`src/rtl/adc_defs.svh`:
```
// Constants for the converter control block: offsets, fields, reset values and timing
`ifndef ADC_DEFS_SVH
`define ADC_DEFS_SVH

// ----------------------------------------------------------------------
// Register selector codes (top two bits of a written byte)
// ----------------------------------------------------------------------
`define SEL_CONV_CTRL 2'h0
`define SEL_FORMAT 2'h1

// ----------------------------------------------------------------------
// Field positions inside the six control bits
// ----------------------------------------------------------------------
`define CC_TRIG_SRC 5
`define CC_STYLE 4
`define CC_CLK_SRC 3
`define CC_PWRDN 2
`define FC_OSC_SPEED 4
`define FC_CODING 1

// ----------------------------------------------------------------------
// Reset and default values
// ----------------------------------------------------------------------
`define CTRL_RESET 6'h00
`define RESULT_RESET 8'h00
`define SAR_FIRST_TRIAL 8'h80

// ----------------------------------------------------------------------
// Timing: system clock, oscillator rates and cycle counts
// ----------------------------------------------------------------------
`define CLK_MHZ 100
`define OSC_SLOW_MHZ 10
`define OSC_FAST_MHZ 20
`define DIV_SLOW_CYC (`CLK_MHZ / `OSC_SLOW_MHZ)
`define DIV_FAST_CYC (`CLK_MHZ / `OSC_FAST_MHZ)
`define SW_SAMPLE_TICKS 6
`define CONVERT_TICKS 10
`define RESULT_BITS 8
`define PULSE_CYC 2

`endif

```
`src/rtl/adc_pkg.sv`:
```
// Types shared by the converter control block
package adc_pkg;

  // Sequencer states, Gray coded along idle, sample, convert, done
  typedef enum logic [1:0] {
    ST_IDLE = 2'h0,
    ST_SAMPLE = 2'h1,
    ST_CONVERT = 2'h3,
    ST_DONE = 2'h2
  } conv_state_e;

  // Conversion control register layout
  typedef struct packed {
    logic trigger_source_select;
    logic completion_style_select;
    logic clock_source_select;
    logic soft_powerdown;
    logic [1:0] ignored;
  } conv_ctrl_s;

  // Format register layout
  typedef struct packed {
    logic rsv5;
    logic oscillator_speed;
    logic rsv3;
    logic rsv2;
    logic output_coding;
    logic rsv0;
  } format_ctrl_s;

  // Host-side strobe and clock pins
  typedef struct packed {
    logic cs_n;
    logic wr_n;
    logic rd_n;
    logic hw_trigger_n;
    logic converter_clock;
  } host_pins_s;

endpackage : adc_pkg

```
`src/rtl/sar_adc_config_and_trigger.sv`:
```
// Configuration registers, trigger sequencing and SAR control of an 8-bit converter
`timescale 1ns/1ps
`include "adc_defs.svh"

// Overview of operation
// - Software-mode sample plus convert takes sixteen converter clocks
// - Top two bits select target control register
// - Each write replaces all six bits
// - Control bit 5 picks hardware or software start
// - Control bit 4 picks pulse or level completion
// - Control bit 3 picks internal or external clock
// - Control bit 2 enters software power-down
// - Control bits 1 and 0 are ignored
// - Format bit 4 picks slow or fast oscillator
// - Format bit 1 picks binary or two's complement
// - Read strobe with write low zeroes both registers
// - All-zero default gives slow oscillator, hardware start
// - Hardware strobe falling samples, rising starts conversion
// - Pulse mode gives one pulse per conversion
// - Level mode: low during conversion, high after
// - Software start: write rise first, then read rise
// - Software mode converts six clocks after sampling starts
// - Configuration captured on write rise with select low
// - Read cycle starts on read fall with select low
// - Clock source changes at the programming write
module sar_adc_config_and_trigger
  import adc_pkg::*;
(
  // Clock, reset and freeze
  input wire logic clk,
  input wire logic resetn,
  input wire logic ce,
  // Host strobes and external converter clock pin
  input wire host_pins_s pins,
  // Parallel data bus, split into in, out and enable
  input wire logic [7:0] bus_in,
  output logic [7:0] bus_out,
  output logic bus_oe_n,
  // Completion pin, pulse or level
  output logic done_n,
  // Analog front end
  input wire logic comp_hi,
  output logic [7:0] dac_code,
  output logic sampling,
  output logic powerdown
);

  // ----------------------------------------------------------------------
  // Helper functions
  // ----------------------------------------------------------------------

  // Rising edge between two samples
  function automatic logic rose_f(input logic now_v, input logic prev_v);
    rose_f = now_v & ~prev_v;
  endfunction : rose_f

  // Result coding: flip the sign bit for two's complement
  function automatic logic [7:0] code_f(input logic [7:0] raw, input logic twos);
    code_f = {raw[7] ^ twos, raw[6:0]};
  endfunction : code_f

  // ----------------------------------------------------------------------
  // Input synchronisers
  // ----------------------------------------------------------------------
  host_pins_s pin_s1_q; // First stage, read only by second
  host_pins_s pin_s2_q; // Synchronised pins
  host_pins_s pin_s3_q; // Delayed copy for edges
  logic [7:0] bus_s1_q; // First stage of bus data
  logic [7:0] bus_s2_q; // Synchronised bus data

  // Two flops on every pin, a third for edge detection
  always_ff @(posedge clk) begin
    if (!resetn) begin
      pin_s1_q <= '1;
      pin_s2_q <= '1;
      pin_s3_q <= '1;
      bus_s1_q <= 8'h00;
      bus_s2_q <= 8'h00;
    end else if (ce) begin
      pin_s1_q <= pins;
      pin_s2_q <= pin_s1_q;
      pin_s3_q <= pin_s2_q;
      bus_s1_q <= bus_in;
      bus_s2_q <= bus_s1_q;
    end
  end

  // Edge events on the synchronised pins
  logic wr_rise, rd_rise, rd_fall, trig_rise, trig_fall, ext_rise;
  logic sel_low; // Chip select active
  assign wr_rise = rose_f(pin_s2_q.wr_n, pin_s3_q.wr_n);
  assign rd_rise = rose_f(pin_s2_q.rd_n, pin_s3_q.rd_n);
  assign rd_fall = rose_f(pin_s3_q.rd_n, pin_s2_q.rd_n);
  assign trig_rise = rose_f(pin_s2_q.hw_trigger_n, pin_s3_q.hw_trigger_n);
  assign trig_fall = rose_f(pin_s3_q.hw_trigger_n, pin_s2_q.hw_trigger_n);
  assign ext_rise = rose_f(pin_s2_q.converter_clock, pin_s3_q.converter_clock);
  assign sel_low = ~pin_s2_q.cs_n;

  // ----------------------------------------------------------------------
  // Control registers
  // ----------------------------------------------------------------------
  conv_ctrl_s ctl_q, ctl_d; // Conversion control
  format_ctrl_s fmt_q, fmt_d; // Format control
  logic cfg_write; // Valid write strobe
  logic dflt_load; // Dummy read with write held low

  assign cfg_write = wr_rise & sel_low;
  assign dflt_load = rd_rise & ~pin_s2_q.wr_n;

  // Next register values from a write
  always_comb begin
    ctl_d = ctl_q;
    fmt_d = fmt_q;
    if (dflt_load) begin
      // Hardware configuration loads zeros
      ctl_d = conv_ctrl_s'(`CTRL_RESET);
      fmt_d = format_ctrl_s'(`CTRL_RESET);
    end else if (cfg_write) begin
      // Whole six-bit value replaces the addressed register
      unique case (bus_s2_q[7:6])
        `SEL_CONV_CTRL: ctl_d = conv_ctrl_s'(bus_s2_q[5:0]);
        `SEL_FORMAT: fmt_d = format_ctrl_s'(bus_s2_q[5:0]);
        default: begin
          // Unused selectors leave both registers alone
          ctl_d = ctl_q;
          fmt_d = fmt_q;
        end
      endcase
    end
  end

  // Register storage; bits 1:0 of control are stored but never read
  always_ff @(posedge clk) begin
    if (!resetn) begin
      ctl_q <= conv_ctrl_s'(`CTRL_RESET);
      fmt_q <= format_ctrl_s'(`CTRL_RESET);
    end else if (ce) begin
      ctl_q <= ctl_d;
      fmt_q <= fmt_d;
    end
  end

  // ----------------------------------------------------------------------
  // Converter clock: internal oscillator divider or external pin
  // ----------------------------------------------------------------------
  conv_state_e state_q; // Sequencer state
  logic [3:0] div_q; // Oscillator divider
  logic [3:0] div_last; // Divider terminal count
  logic osc_tick; // Internal oscillator period
  logic conv_tick; // One converter clock period
  logic osc_run; // Oscillator runs only while busy

  assign div_last = fmt_q.oscillator_speed ? 4'(`DIV_FAST_CYC - 1) : 4'(`DIV_SLOW_CYC - 1);
  assign osc_run = (state_q == ST_SAMPLE) || (state_q == ST_CONVERT);
  assign osc_tick = osc_run && (div_q == div_last);
  assign conv_tick = ctl_q.clock_source_select ? ext_rise : osc_tick;

  // Internal clock starts with each trigger and stops after conversion
  always_ff @(posedge clk) begin
    if (!resetn) begin
      div_q <= 4'h0;
    end else if (ce) begin
      if (!osc_run || osc_tick) begin
        div_q <= 4'h0;
      end else begin
        div_q <= div_q + 4'h1;
      end
    end
  end

  // ----------------------------------------------------------------------
  // Trigger decode
  // ----------------------------------------------------------------------
  logic sw_start; // Software sampling start
  logic start; // Sampling start for current mode

  // First start from the write, later ones from reads
  assign sw_start = ctl_d.trigger_source_select && (cfg_write || (rd_rise && sel_low));
  assign start = ctl_d.trigger_source_select ? sw_start : trig_fall;

  // ----------------------------------------------------------------------
  // SAR trial update
  // ----------------------------------------------------------------------
  logic [7:0] sar_q, sar_d; // Successive approximation register
  logic [3:0] cnt_q; // Converter clocks within a phase
  logic [2:0] bit_idx; // Bit under trial

  assign bit_idx = 3'(4'(`RESULT_BITS - 1) - cnt_q);

  // Keep or drop the trial bit, then try the next one
  always_comb begin
    sar_d = sar_q;
    if (cnt_q < 4'(`RESULT_BITS)) begin
      if (!comp_hi) begin
        sar_d[bit_idx] = 1'b0;
      end
      if (bit_idx != 3'h0) begin
        sar_d[bit_idx - 3'h1] = 1'b1;
      end
    end
  end

  // ----------------------------------------------------------------------
  // Sequencer
  // ----------------------------------------------------------------------
  logic [7:0] result_q; // Latest finished result
  logic [1:0] pulse_q; // Completion pulse length

  // Sampling, conversion and completion signalling
  always_ff @(posedge clk) begin
    if (!resetn) begin
      state_q <= ST_IDLE;
      cnt_q <= 4'h0;
      sar_q <= 8'h00;
      result_q <= `RESULT_RESET;
      done_n <= 1'b1;
      pulse_q <= 2'h0;
    end else if (ce) begin
      unique case (state_q)
        ST_IDLE: begin
          // Power-down ignores every trigger
          if (start && !ctl_d.soft_powerdown) begin
            state_q <= ST_SAMPLE;
            cnt_q <= 4'h0;
          end
        end
        ST_SAMPLE: begin
          if (!ctl_q.trigger_source_select) begin
            // Hardware mode samples until the strobe rises
            if (trig_rise) begin
              state_q <= ST_CONVERT;
              cnt_q <= 4'h0;
              sar_q <= `SAR_FIRST_TRIAL;
              done_n <= ~ctl_q.completion_style_select;
            end
          end else if (conv_tick) begin
            // Software mode samples a fixed number of clocks
            if (cnt_q == 4'(`SW_SAMPLE_TICKS - 1)) begin
              state_q <= ST_CONVERT;
              cnt_q <= 4'h0;
              sar_q <= `SAR_FIRST_TRIAL;
              done_n <= ~ctl_q.completion_style_select;
            end else begin
              cnt_q <= cnt_q + 4'h1;
            end
          end
        end
        ST_CONVERT: begin
          if (conv_tick) begin
            sar_q <= sar_d;
            if (cnt_q == 4'(`CONVERT_TICKS - 1)) begin
              // End of conversion: level rises, or pulse begins
              state_q <= ST_DONE;
              result_q <= sar_q;
              done_n <= ctl_q.completion_style_select;
              pulse_q <= 2'h0;
            end else begin
              cnt_q <= cnt_q + 4'h1;
            end
          end
        end
        ST_DONE: begin
          // Hold the pulse its fixed length, then release
          if (!ctl_q.completion_style_select && pulse_q != 2'(`PULSE_CYC - 1)) begin
            pulse_q <= pulse_q + 2'h1;
          end else begin
            state_q <= ST_IDLE;
            done_n <= 1'b1;
          end
        end
      endcase
    end
  end

  // Front-end outputs straight from the SAR register, state and control register
  assign dac_code = sar_q;
  assign sampling = (state_q == ST_SAMPLE);
  assign powerdown = ctl_q.soft_powerdown;

  // ----------------------------------------------------------------------
  // Read cycle
  // ----------------------------------------------------------------------

  // Drive coded result from read fall until read rise or deselect
  always_ff @(posedge clk) begin
    if (!resetn) begin
      bus_out <= 8'h00;
      bus_oe_n <= 1'b1;
    end else if (ce) begin
      if (rd_fall && sel_low) begin
        bus_out <= code_f(result_q, fmt_q.output_coding);
        bus_oe_n <= 1'b0;
      end else if (rd_rise || !sel_low) begin
        bus_oe_n <= 1'b1;
      end
    end
  end

  logic [4:0] busy_cnt_q; // Clocks from conversion start
  always_ff @(posedge clk) begin
    if (!resetn) begin
      busy_cnt_q <= 5'h00;
    end else if (ce) begin
      if (state_q != ST_CONVERT) begin
        busy_cnt_q <= 5'h00;
      end else if (conv_tick) begin
        busy_cnt_q <= busy_cnt_q + 5'h01;
      end
    end
  end
endmodule : sar_adc_config_and_trigger

```
`config.mk`:
```
export PLATFORM = sky130hd
export DESIGN_NAME = sar_adc_config_and_trigger
export DESIGN_NICKNAME = d
export VERILOG_FILES = /design/src/rtl/adc_pkg.sv /design/src/rtl/sar_adc_config_and_trigger.sv
export VERILOG_INCLUDE_DIRS = /design/src /design/src/rtl
export SDC_FILE = /design/constraint.sdc
export NUM_CORES = 1
export LEC_CHECK = 0
export BUFFER_PORTS_ARGS = -buffer_cell sky130_fd_sc_hd__buf_2
export CAP_MARGIN = 30
export CELL_PAD_IN_SITES_DETAIL_PLACEMENT = 0
export CELL_PAD_IN_SITES_GLOBAL_PLACEMENT = 1
export CORE_UTILIZATION = 44
export CTS_CLUSTER_SIZE = 10
export DETAILED_ROUTE_END_ITERATION = 6
export GPL_TIMING_DRIVEN = 1
export HOLD_SLACK_MARGIN = 0.15
export PLACE_DENSITY = 0.89
export SYNTH_ARGS = -nofsm -noshare
export SYNTH_HDL_FRONTEND = slang
export SYNTH_SLANG_ARGS = --single-unit
export TNS_END_PERCENT = 5
```
`constraint.sdc`:
```
create_clock -name clk -period 2.5 [get_ports clk]
set_input_delay 0.25 -clock clk [delete_from_list [all_inputs] [get_ports clk]]
set_output_delay 0.25 -clock clk [all_outputs]
set_load 0.005 [all_outputs]
```
# == Yosys cells after proc, flatten, opt, wreduce, memory -nomap -nowiden ==
# Cells that the tools add are included.
# word_totals
register_bits,74
inputBits,17
latch_bits,0
ram_bits,0
rom_bits,0
mem_count,0
out_inout_bits,20
# classes
mux,55
order_cmp,5
n_mul,0
eq_ne,18
bitwise,21
n_reduce_logical,36
shift,0
div_mod_pow,0
add_sub_neg,5
# ops
op,count
$mux 8,9
$mux 4,9
$mux 2,11
$mux 6,3
$pmux 8 s2,1
$reduce_and 8->1,2
$mux 5,3
$reduce_and 7->1,2
$mux 1,13
$pmux 4 s3,1
$reduce_bool 2->1,6
$ne 2x2->1 const B,5
$not 1->1,9
$reduce_bool 3->1,3
$add 4x1->4 const B,2
$and 1x1->1,8
$and 8x8->8,1
$logic_and 1x1->1,8
$lt 3x4->1 const B,2
$not 8->8,1
$or 8x8->8,1
$pmux 2 s4,1
$demux 1 s3,2
$ge 3x1->1 const B,2
other kinds (22),35

# == Longest topological paths before layout ==
# Gate-level depths: netlist (run 1).
# depth
word_depth,14
mapped_depth,9
mapped_depth_nobuf,8

# == Worst setup path before layout (run 1) ==
# Ideal clock, no wire load.
# synth_timing
path_kind,flip-flop to flip-flop
start,reg cnt_q[1]
end,reg sar_q[7] (netlist: dac_code[7])
path_stages_with_launch,10
synth_period_minus_slack_ns,2.021
slack_ns,0.479
required_ns,2.366
n_path_buf,1
t_arrival_ns,1.887
setup_time_ns,0.134
cell_sequence,dfxtp_1 inv_1 ha_1 nand3b_1 and3_1 a211oi_2 nand3_1 clkbuf_1 o311ai_0 o31ai_1
# synth_via
elab_chain_len,14
elab_cells_between_ends,27
cone_classes,2 x add/sub; 5 x order compare; 3 x eq/ne; 10 x mux; 3 x bitwise; 4 x reduce/logical
# synth_lines
item,line_no,text
"start, declared",sar_adc_config_and_trigger.sv:185,logic [3:0] cnt_q;
"start signal, assigned",sar_adc_config_and_trigger.sv:244,cnt_q <= cnt_q + 4'h1;
"start signal, assigned",sar_adc_config_and_trigger.sv:258,cnt_q <= cnt_q + 4'h1;
"parallel branches: the longest is 14 deep, another holds $lt 3x4->1",--,
"end signal, assigned",sar_adc_config_and_trigger.sv:233,sar_q <= `SAR_FIRST_TRIAL;
"end signal, assigned",sar_adc_config_and_trigger.sv:241,sar_q <= `SAR_FIRST_TRIAL;
"end signal, assigned",sar_adc_config_and_trigger.sv:250,sar_q <= sar_d;
"end, declared",sar_adc_config_and_trigger.sv:184,"logic [7:0] sar_q, sar_d;"
# Several ways; the timed one is not identified. The select of a mux whose other input is x is not followed.
# A chain may end at the register's enable or synchronous reset.

# == Worst setup path in the final report (run 1) ==
# layout_timing
start,reg cnt_q[1]
end,reg sar_q[3] (netlist: dac_code[3])
# Same word-level chain as after synthesis.

==> metrics, run 1 <==
die area=7540 um^2; first-pass GRT wire length=11100 um; final worst-path cycle share=89.4%; fin cells=493; TNS Setup=0 ns; die width=86.8 um; fin nets=415; EDFF count, synth=0; pin count of the biggest net entering global routing=45; Sw Share=about a quarter; number of buffers created by CTS=9; Post-synth ARST share=0%; fmax=447 MHz; power density cells=588 nW/um^2; Hold Buf Count CTS=11; Reg clk slew, reported paths=0.08 ns; Netlist Area Pre-Place=3170 um^2; worst r2r path cells=9; synth top area cells=dfxtp_1 46%, mux2i_1 13%, nor2_1 6.3%; input/output buffers=35; met3 wire len=207 um; n_diodes=0; initial core utilization=46.1%; Post-Syn Instances=347; syn avg cell area=a little over 9 um^2; sequential share of the synthesized area=45.5%; share of layout cells above drive strength 1=19.4%; initial antenna violation count=0; cell taking the most area after synthesis=dfxtp_1; worst min-delay path category=input pin to flop; Top FF cell, synth=dfxtp_1; initial DRC count=approximately 140; sequential power share=53.5%; top-area cell type share of the netlist area=45.5%; outcome=complete, no violations; Hold Vio Cnt, Final=0; gr ovfl total=0; Seq cells post-synth=72; # Post-CTS Setup Buffers=0; vias in the first global route=2409; Bufs on Longest Clock Path=2; CTS-repair resized insts=0; Max Used Layer=met4; WS Path Type=flop to flop; MaxCap Viol Count=0; drt pass-1 iters=4; Tot GR Track Use=19.2%; Die Span Y=86.8 um; Logic pwr share=5.9%; Final min period=2.23 ns; Synth cell types=54; fin area=between 3000 and 4000 um^2; WL/cell=between 10 and 15 um; Net Count, Synth=369; Slew HR=63.7%; Post-DP Area=3460 um^2; Leak=1.52 nW; fillers=637; H-tree levels=3; Clock Sinks=72; Setup WS pre-CTS=~0.32 ns; arrival time of the worst setup path=2.53 ns; DRC viols=0; vias per cell=5.26; dpl cells=about 470; CTS root buf=clkbuf_8; Slew @ Worst Pin=0.543 ns; Total Wirelength=6680 um; worst vdd ir=~350 uV; met1 wire length=3190 um; nature of the critical path endpoint=flop; CTS tree=yes; worst clock skew=0.00867 ns; cell depth of the worst hold path=3; Startpoint Class=flop; Final WS setup=0.265 ns; Post-DP HPWL=4460 um; worst-path fanout max=16; hold slack final=approximately 0.16 ns; yosys synthesis warning count=0; Slew Limit Fails=0; routed via count=about 2600; NetSw=0.522 mW; WP data required=2.80 ns; metal2 WL=3200 um; Clock power frac=40.6%; placement row count=30; Worst-Skew Late Latency=~0.35 ns; internal power=1.69 mW; remaining antenna violation count=0; layout overhead on the synthesized area=18.9%; core area=6870 um^2; RSZ-0062 raised after global routing=no; boundary pin count=37; # setup viols final=0; global placement routability congestion=between 0.8 and 0.9; flop-to-flop setup slack=0.27 ns
[placed cells by master, fill, tap and decap left out, drive strengths merged, types with 3 or more instances in the layout]
master / count
dlygate4sd3: 11
nor4b: 5
a31oi: 6
a211oi: 6
o31ai: 3
ha: 5
o221a: 7
dfxtp: 72
inv: 8
a21oi: 16
clkbuf: 9
clkinv: 3
nand2: 48
mux2i: 40
nand3: 6
nor2: 53
o21ai: 4
a32oi: 4
nand3b: 5
buf: 43
nor3: 5
[cells in the mapped netlist (5+ instances only)]
library cell	n
inv_1	6
o221a_2	6
clkbuf_1	15
dfxtp_1	72
nor2_1	53
nand3b_1	5
nand3_1	6
ha_1	5
nor3_1	5
a21oi_1	16
a31oi_1	6
nand2_1	48
mux2i_1	40
[worst paths after layout]
| kind | from | to |
|---|---|---|
| setup / recovery | cnt_q[1]$_SDFFE_PN0P_ | dac_code[3]$_SDFFE_PN0P_ |
| hold / removal | bus_in[7] | bus_s1_q[7]$_SDFFE_PN0P_ |
| setup reg to reg | cnt_q[1]$_SDFFE_PN0P_ | dac_code[3]$_SDFFE_PN0P_ |
| hold reg to reg | bus_out[6]$_SDFFE_PN0P_ | bus_out[6]$_SDFFE_PN0P_ |
[worst max-delay path, stage by stage (launching register included)]
cell and delay (ns):
dfxtp_1 0.38, inv_1 0.12, ha_1 0.19, nand3b_1 0.13, and3_1 0.24, a211oi_2 0.24, nand3_1 0.11, buf_4 0.22
nor4b_1 0.32, o221a_2 0.24
[area by class of cell]
class                   count  area [um^2]  area share (%)
well taps                  96          120            3.19
clock inverters             6         68.8            1.83
clock buffers               9          124            3.29
multi-input cells         249         1630            43.2
inverters                   7         26.3           0.698
repair buffers             54          358            9.50
flip-flops and latches     72         1440            38.3
[sequential cells by signal, indices dropped and copies added, names as in the netlist]
name / count
result_q: 8
cnt_q: 4
pin_s3_q: 4
ctl_q: 3
pin_s1_q: 5
bus_out: 8
done_n: 1
powerdown: 1
bus_oe_n: 1
fmt_q: 2
dac_code: 8
pulse_q: 2
div_q: 4
bus_s2_q: 7
bus_s1_q: 7
state_q: 2
pin_s2_q: 5
[stage by stage]
step                      power [mW]  util [%]
after floorplan                 1.29         -
after global placement          1.33      50.4
after detailed placement        1.33      50.4
after CTS                       2.23      54.8
after global routing            2.30      54.8
final                           2.21      54.8
[power groups by stage]
| stage | combinational (mW) | clock (mW) | sequential (mW) |
|---|---|---|---|
| after CTS | 0.131 | 0.918 | 1.19 |
| after detailed placement | 0.117 | 0 | 1.21 |
| after global routing | 0.143 | 0.971 | 1.19 |
| after floorplan | 0.0850 | 0 | 1.21 |
| after global placement | 0.115 | 0 | 1.21 |
| final | 0.130 | 0.898 | 1.19 |
[per-layer routing]
layer | vias to the layer above | track usage [%]
met3 | 8 | 5.62
met5 | - | 0
met4 | 0 | 8.33
met1 | 1208 | 23.3
met2 | 46 | 31.6
li1 | 1332 | -
[cells by family (layout without fill, tap and decap cells)]
logic type / count (synthesis) / after routing / share of synthesized area [%]
AOI/OAI and AO/OA: 59 / 59 / 14.3
buffers and inverters: 26 / 76 / 3.08
xor gates and xnor gates: 4 / 4 / 1.11
adders and majority gates: 5 / 5 / 1.98
DFF: 72 / 72 / 45.5
and+or+nand+nor: 141 / 141 / 21.3
muxes: 40 / 40 / 12.6
Power figures use the tool's default switching activity.
==> inputs of run 2 (changes only) <==
--- a/config.mk
+++ b/config.mk
@@ -15,7 +15,7 @@
 export DETAILED_ROUTE_END_ITERATION = 6
 export GPL_TIMING_DRIVEN = 1
 export HOLD_SLACK_MARGIN = 0.15
-export PLACE_DENSITY = 0.89
+export PLACE_DENSITY = 0.8
 export SYNTH_ARGS = -nofsm -noshare
 export SYNTH_HDL_FRONTEND = slang
 export SYNTH_SLANG_ARGS = --single-unit
==> run 2 against run 1 <==
  * Wire length down 1.4%
  * Clock skew rose by 0.0026 ns
  * Final cell count increased by 0.81%
  * Register-to-register slack improved by 0.04 ns
  * Non-clock buffer count increased by 3
  * Sequential share of layout area is 0.15 points lower
  * Power grew 1.1%
  * Clock power is 2.7% higher
  * Via count about the same
  * Global-route usage is 0.60 points lower
  * Sequential power barely moved
  * Critical path type unchanged
  * Largest power group unchanged
==> metrics, run 2 (synthesis gave the netlist of run 1 again) <==
outcome=complete, no violations; MaxCap Viol Count=0 (unchanged); Clock Sinks=72 (unchanged); pin count of the biggest net entering global routing=34 (-24%); CTS root buf=clkbuf_8; RSZ-0062 raised after global routing=no; Post-DP HPWL=4540 um (+1.8%); worst-path fanout max=7 (-9); drt pass-1 iters=4 (unchanged); R2R Path Start=pin_s2_q[3]$_SDFFE_PN1P_; Final min period=2.19 ns (-0.0403 ns); Hold Vio Cnt, Final=0 (unchanged); Worst R2R End=cnt_q[0]$_SDFFE_PN0P_; most frequent cells in the layout=72 x dfxtp_1, 53 x nor2_1, 48 x nand2_1, 40 x mux2i_1, 35 x buf_2; vias per cell=5.22 (-0.88%); die width=86.8 um (unchanged); initial DRC count=139 (+3.0%); arrival time of the worst setup path=2.44 ns (-0.09 ns); Slew @ Worst Pin=0.576 ns (+0.0334 ns); fmax=456 MHz (+1.8%); Slew HR=61.4% (-2.2 points); worst min-delay path category=input pin to flop; remaining antenna violation count=0 (unchanged); # setup viols final=0 (unchanged); WL/cell=13.3 um (-2.2%); placement row count=30 (unchanged); fin nets=418 (+0.72%); WP data required=2.75 ns (-0.05 ns); Reg clk slew, reported paths=0.08 ns (about the same); Die Span Y=86.8 um (unchanged); H-tree levels=3 (unchanged); gr ovfl total=0 (unchanged); CTS tree=yes; n_diodes=0 (unchanged); cell depth of the worst hold path=3 (unchanged); Slew Limit Fails=0 (unchanged); worst r2r path cells=6 (-3); Total Wirelength=6590 um (-1.4%); CP max stage delay=0.50 ns (+0.12 ns); global placement routability congestion=0.799 (-6.1%); share of layout cells above drive strength 1=20.0% (+0.55 points); input/output buffers=35 (unchanged); critical path startpoint=pin_s2_q[3]$_SDFFE_PN1P_; final worst-path cycle share=87.8% (-1.6 points); Leak=1.54 nW (+1.1%); Hold Startpoint=ce; Setup WS pre-CTS=0.308 ns (-0.0157 ns); worst vdd ir=349 uV (-1.6%); fillers=646 (+1.4%); layout overhead on the synthesized area=19.4%; routed via count=2592 (-0.077%); Worst Hold End=pin_s1_q[1]$_SDFFE_PN1P_; WS Path Type=flop to flop; crit-path cells=or4b_4 > o211ai_2 > nand4b_2 > a2111oi_2 > o21ai_2 > a31o_1; flop-to-flop setup slack=0.31 ns (+0.04 ns); TNS Setup=0 ns (unchanged); number of buffers created by CTS=9 (unchanged); boundary pin count=37 (unchanged); Bufs on Longest Clock Path=2 (unchanged); Worst-Skew Late Latency=0.34 ns (about the same); nature of the critical path endpoint=flop; initial antenna violation count=0 (unchanged); CTS-repair resized insts=0 (unchanged); first-pass GRT wire length=10900 um (-1.9%); initial core utilization=46.1% (unchanged); core area=6870 um^2 (unchanged); vias in the first global route=2282 (-5.3%); worst clock skew=0.0113 ns (+0.00265 ns); power density cells=592 nW/um^2 (+0.74%); most common cell after layout, fill and taps aside=dfxtp_1; Final WS setup=0.306 ns (+0.0403 ns); DRC viols=0 (unchanged); slowest stage cell, crit path=or4b_4; Tot GR Track Use=18.6% (-0.60 points); die area=7540 um^2 (unchanged); Startpoint Class=flop
==> run 2: worst max-delay path, delay by kind of cell, from the launching register on <==
family,cells,cell delay [ns]
compound gates,4,1.00
simple gates,2,0.65
flops,1,0.44
==> run 2: metrics by stage <==
| step | hold slack, ns | instances | instance area, um^2 | power [mW] | util (%) |
|---|---|---|---|---|---|
| final | 0.229 | 497 | 3780 | 2.24 | 55.0 |
| after global routing | 0.242 | 497 | 3780 | 2.34 | 55.0 |
| after CTS | 0.157 | 496 | 3770 | 2.26 | 54.9 |
| after detailed placement | 0.445 | 469 | 3460 | 1.33 | 50.4 |
| after global placement | 0.443 | 469 | 3460 | 1.33 | 50.4 |
| after floorplan | 0.378 | 347 | 3170 | 1.29 | - |
==> run 2: final cells by class <==
class / count / area (um^2) / area share, %
multi-input combinational: 249 / 1630 / 43.0
sequential: 72 / 1440 / 38.1
timing repair buffer: 57 / 370 / 9.80
clock buffer: 9 / 124 / 3.28
tap: 96 / 120 / 3.18
clock inverter: 7 / 71.3 / 1.89
inverter: 7 / 26.3 / 0.695
==> run 2: repair_timing <==
item                      4_1_cts  5_1_grt
hold buffers                   11        1
buffers inserted                0        0
hold endpoints to repair       11        1
==> run 2: routing by layer <==
layer / vias up / track usage [%] / part of all wire [%]
li1: 1324 / - / -
met1: 1222 / 24.4 / 50
met2: 33 / 30.1 / 46
met3: 13 / 3.71 / 2.2
met4: 0 / 7.42 / 2.1
met5: - / 0 / 0
==> run 2: report_power, final <==
part	switching, mW	leakage [nW]	internal, mW
Combinational	0.0683	0.849	0.0628
Clock	0.459	0.103	0.463
Sequential	0.0178	0.584	1.17
==> run 2: how the worst max path moves through the flow <==
stage / to / slack (ns) / cells after the start
floorplan: dac_code[7]$_SDFFE_PN0P_ / 0.48 / 9
finish: cnt_q[0]$_SDFFE_PN0P_ / 0.31 / 6
global placement: cnt_q[0]$_SDFFE_PN0P_ / 0.34 / 6
CTS: cnt_q[0]$_SDFFE_PN0P_ / 0.30 / 6
detailed placement: cnt_q[0]$_SDFFE_PN0P_ / 0.31 / 6
global route: cnt_q[3]$_SDFFE_PN0P_ / 0.13 / 6
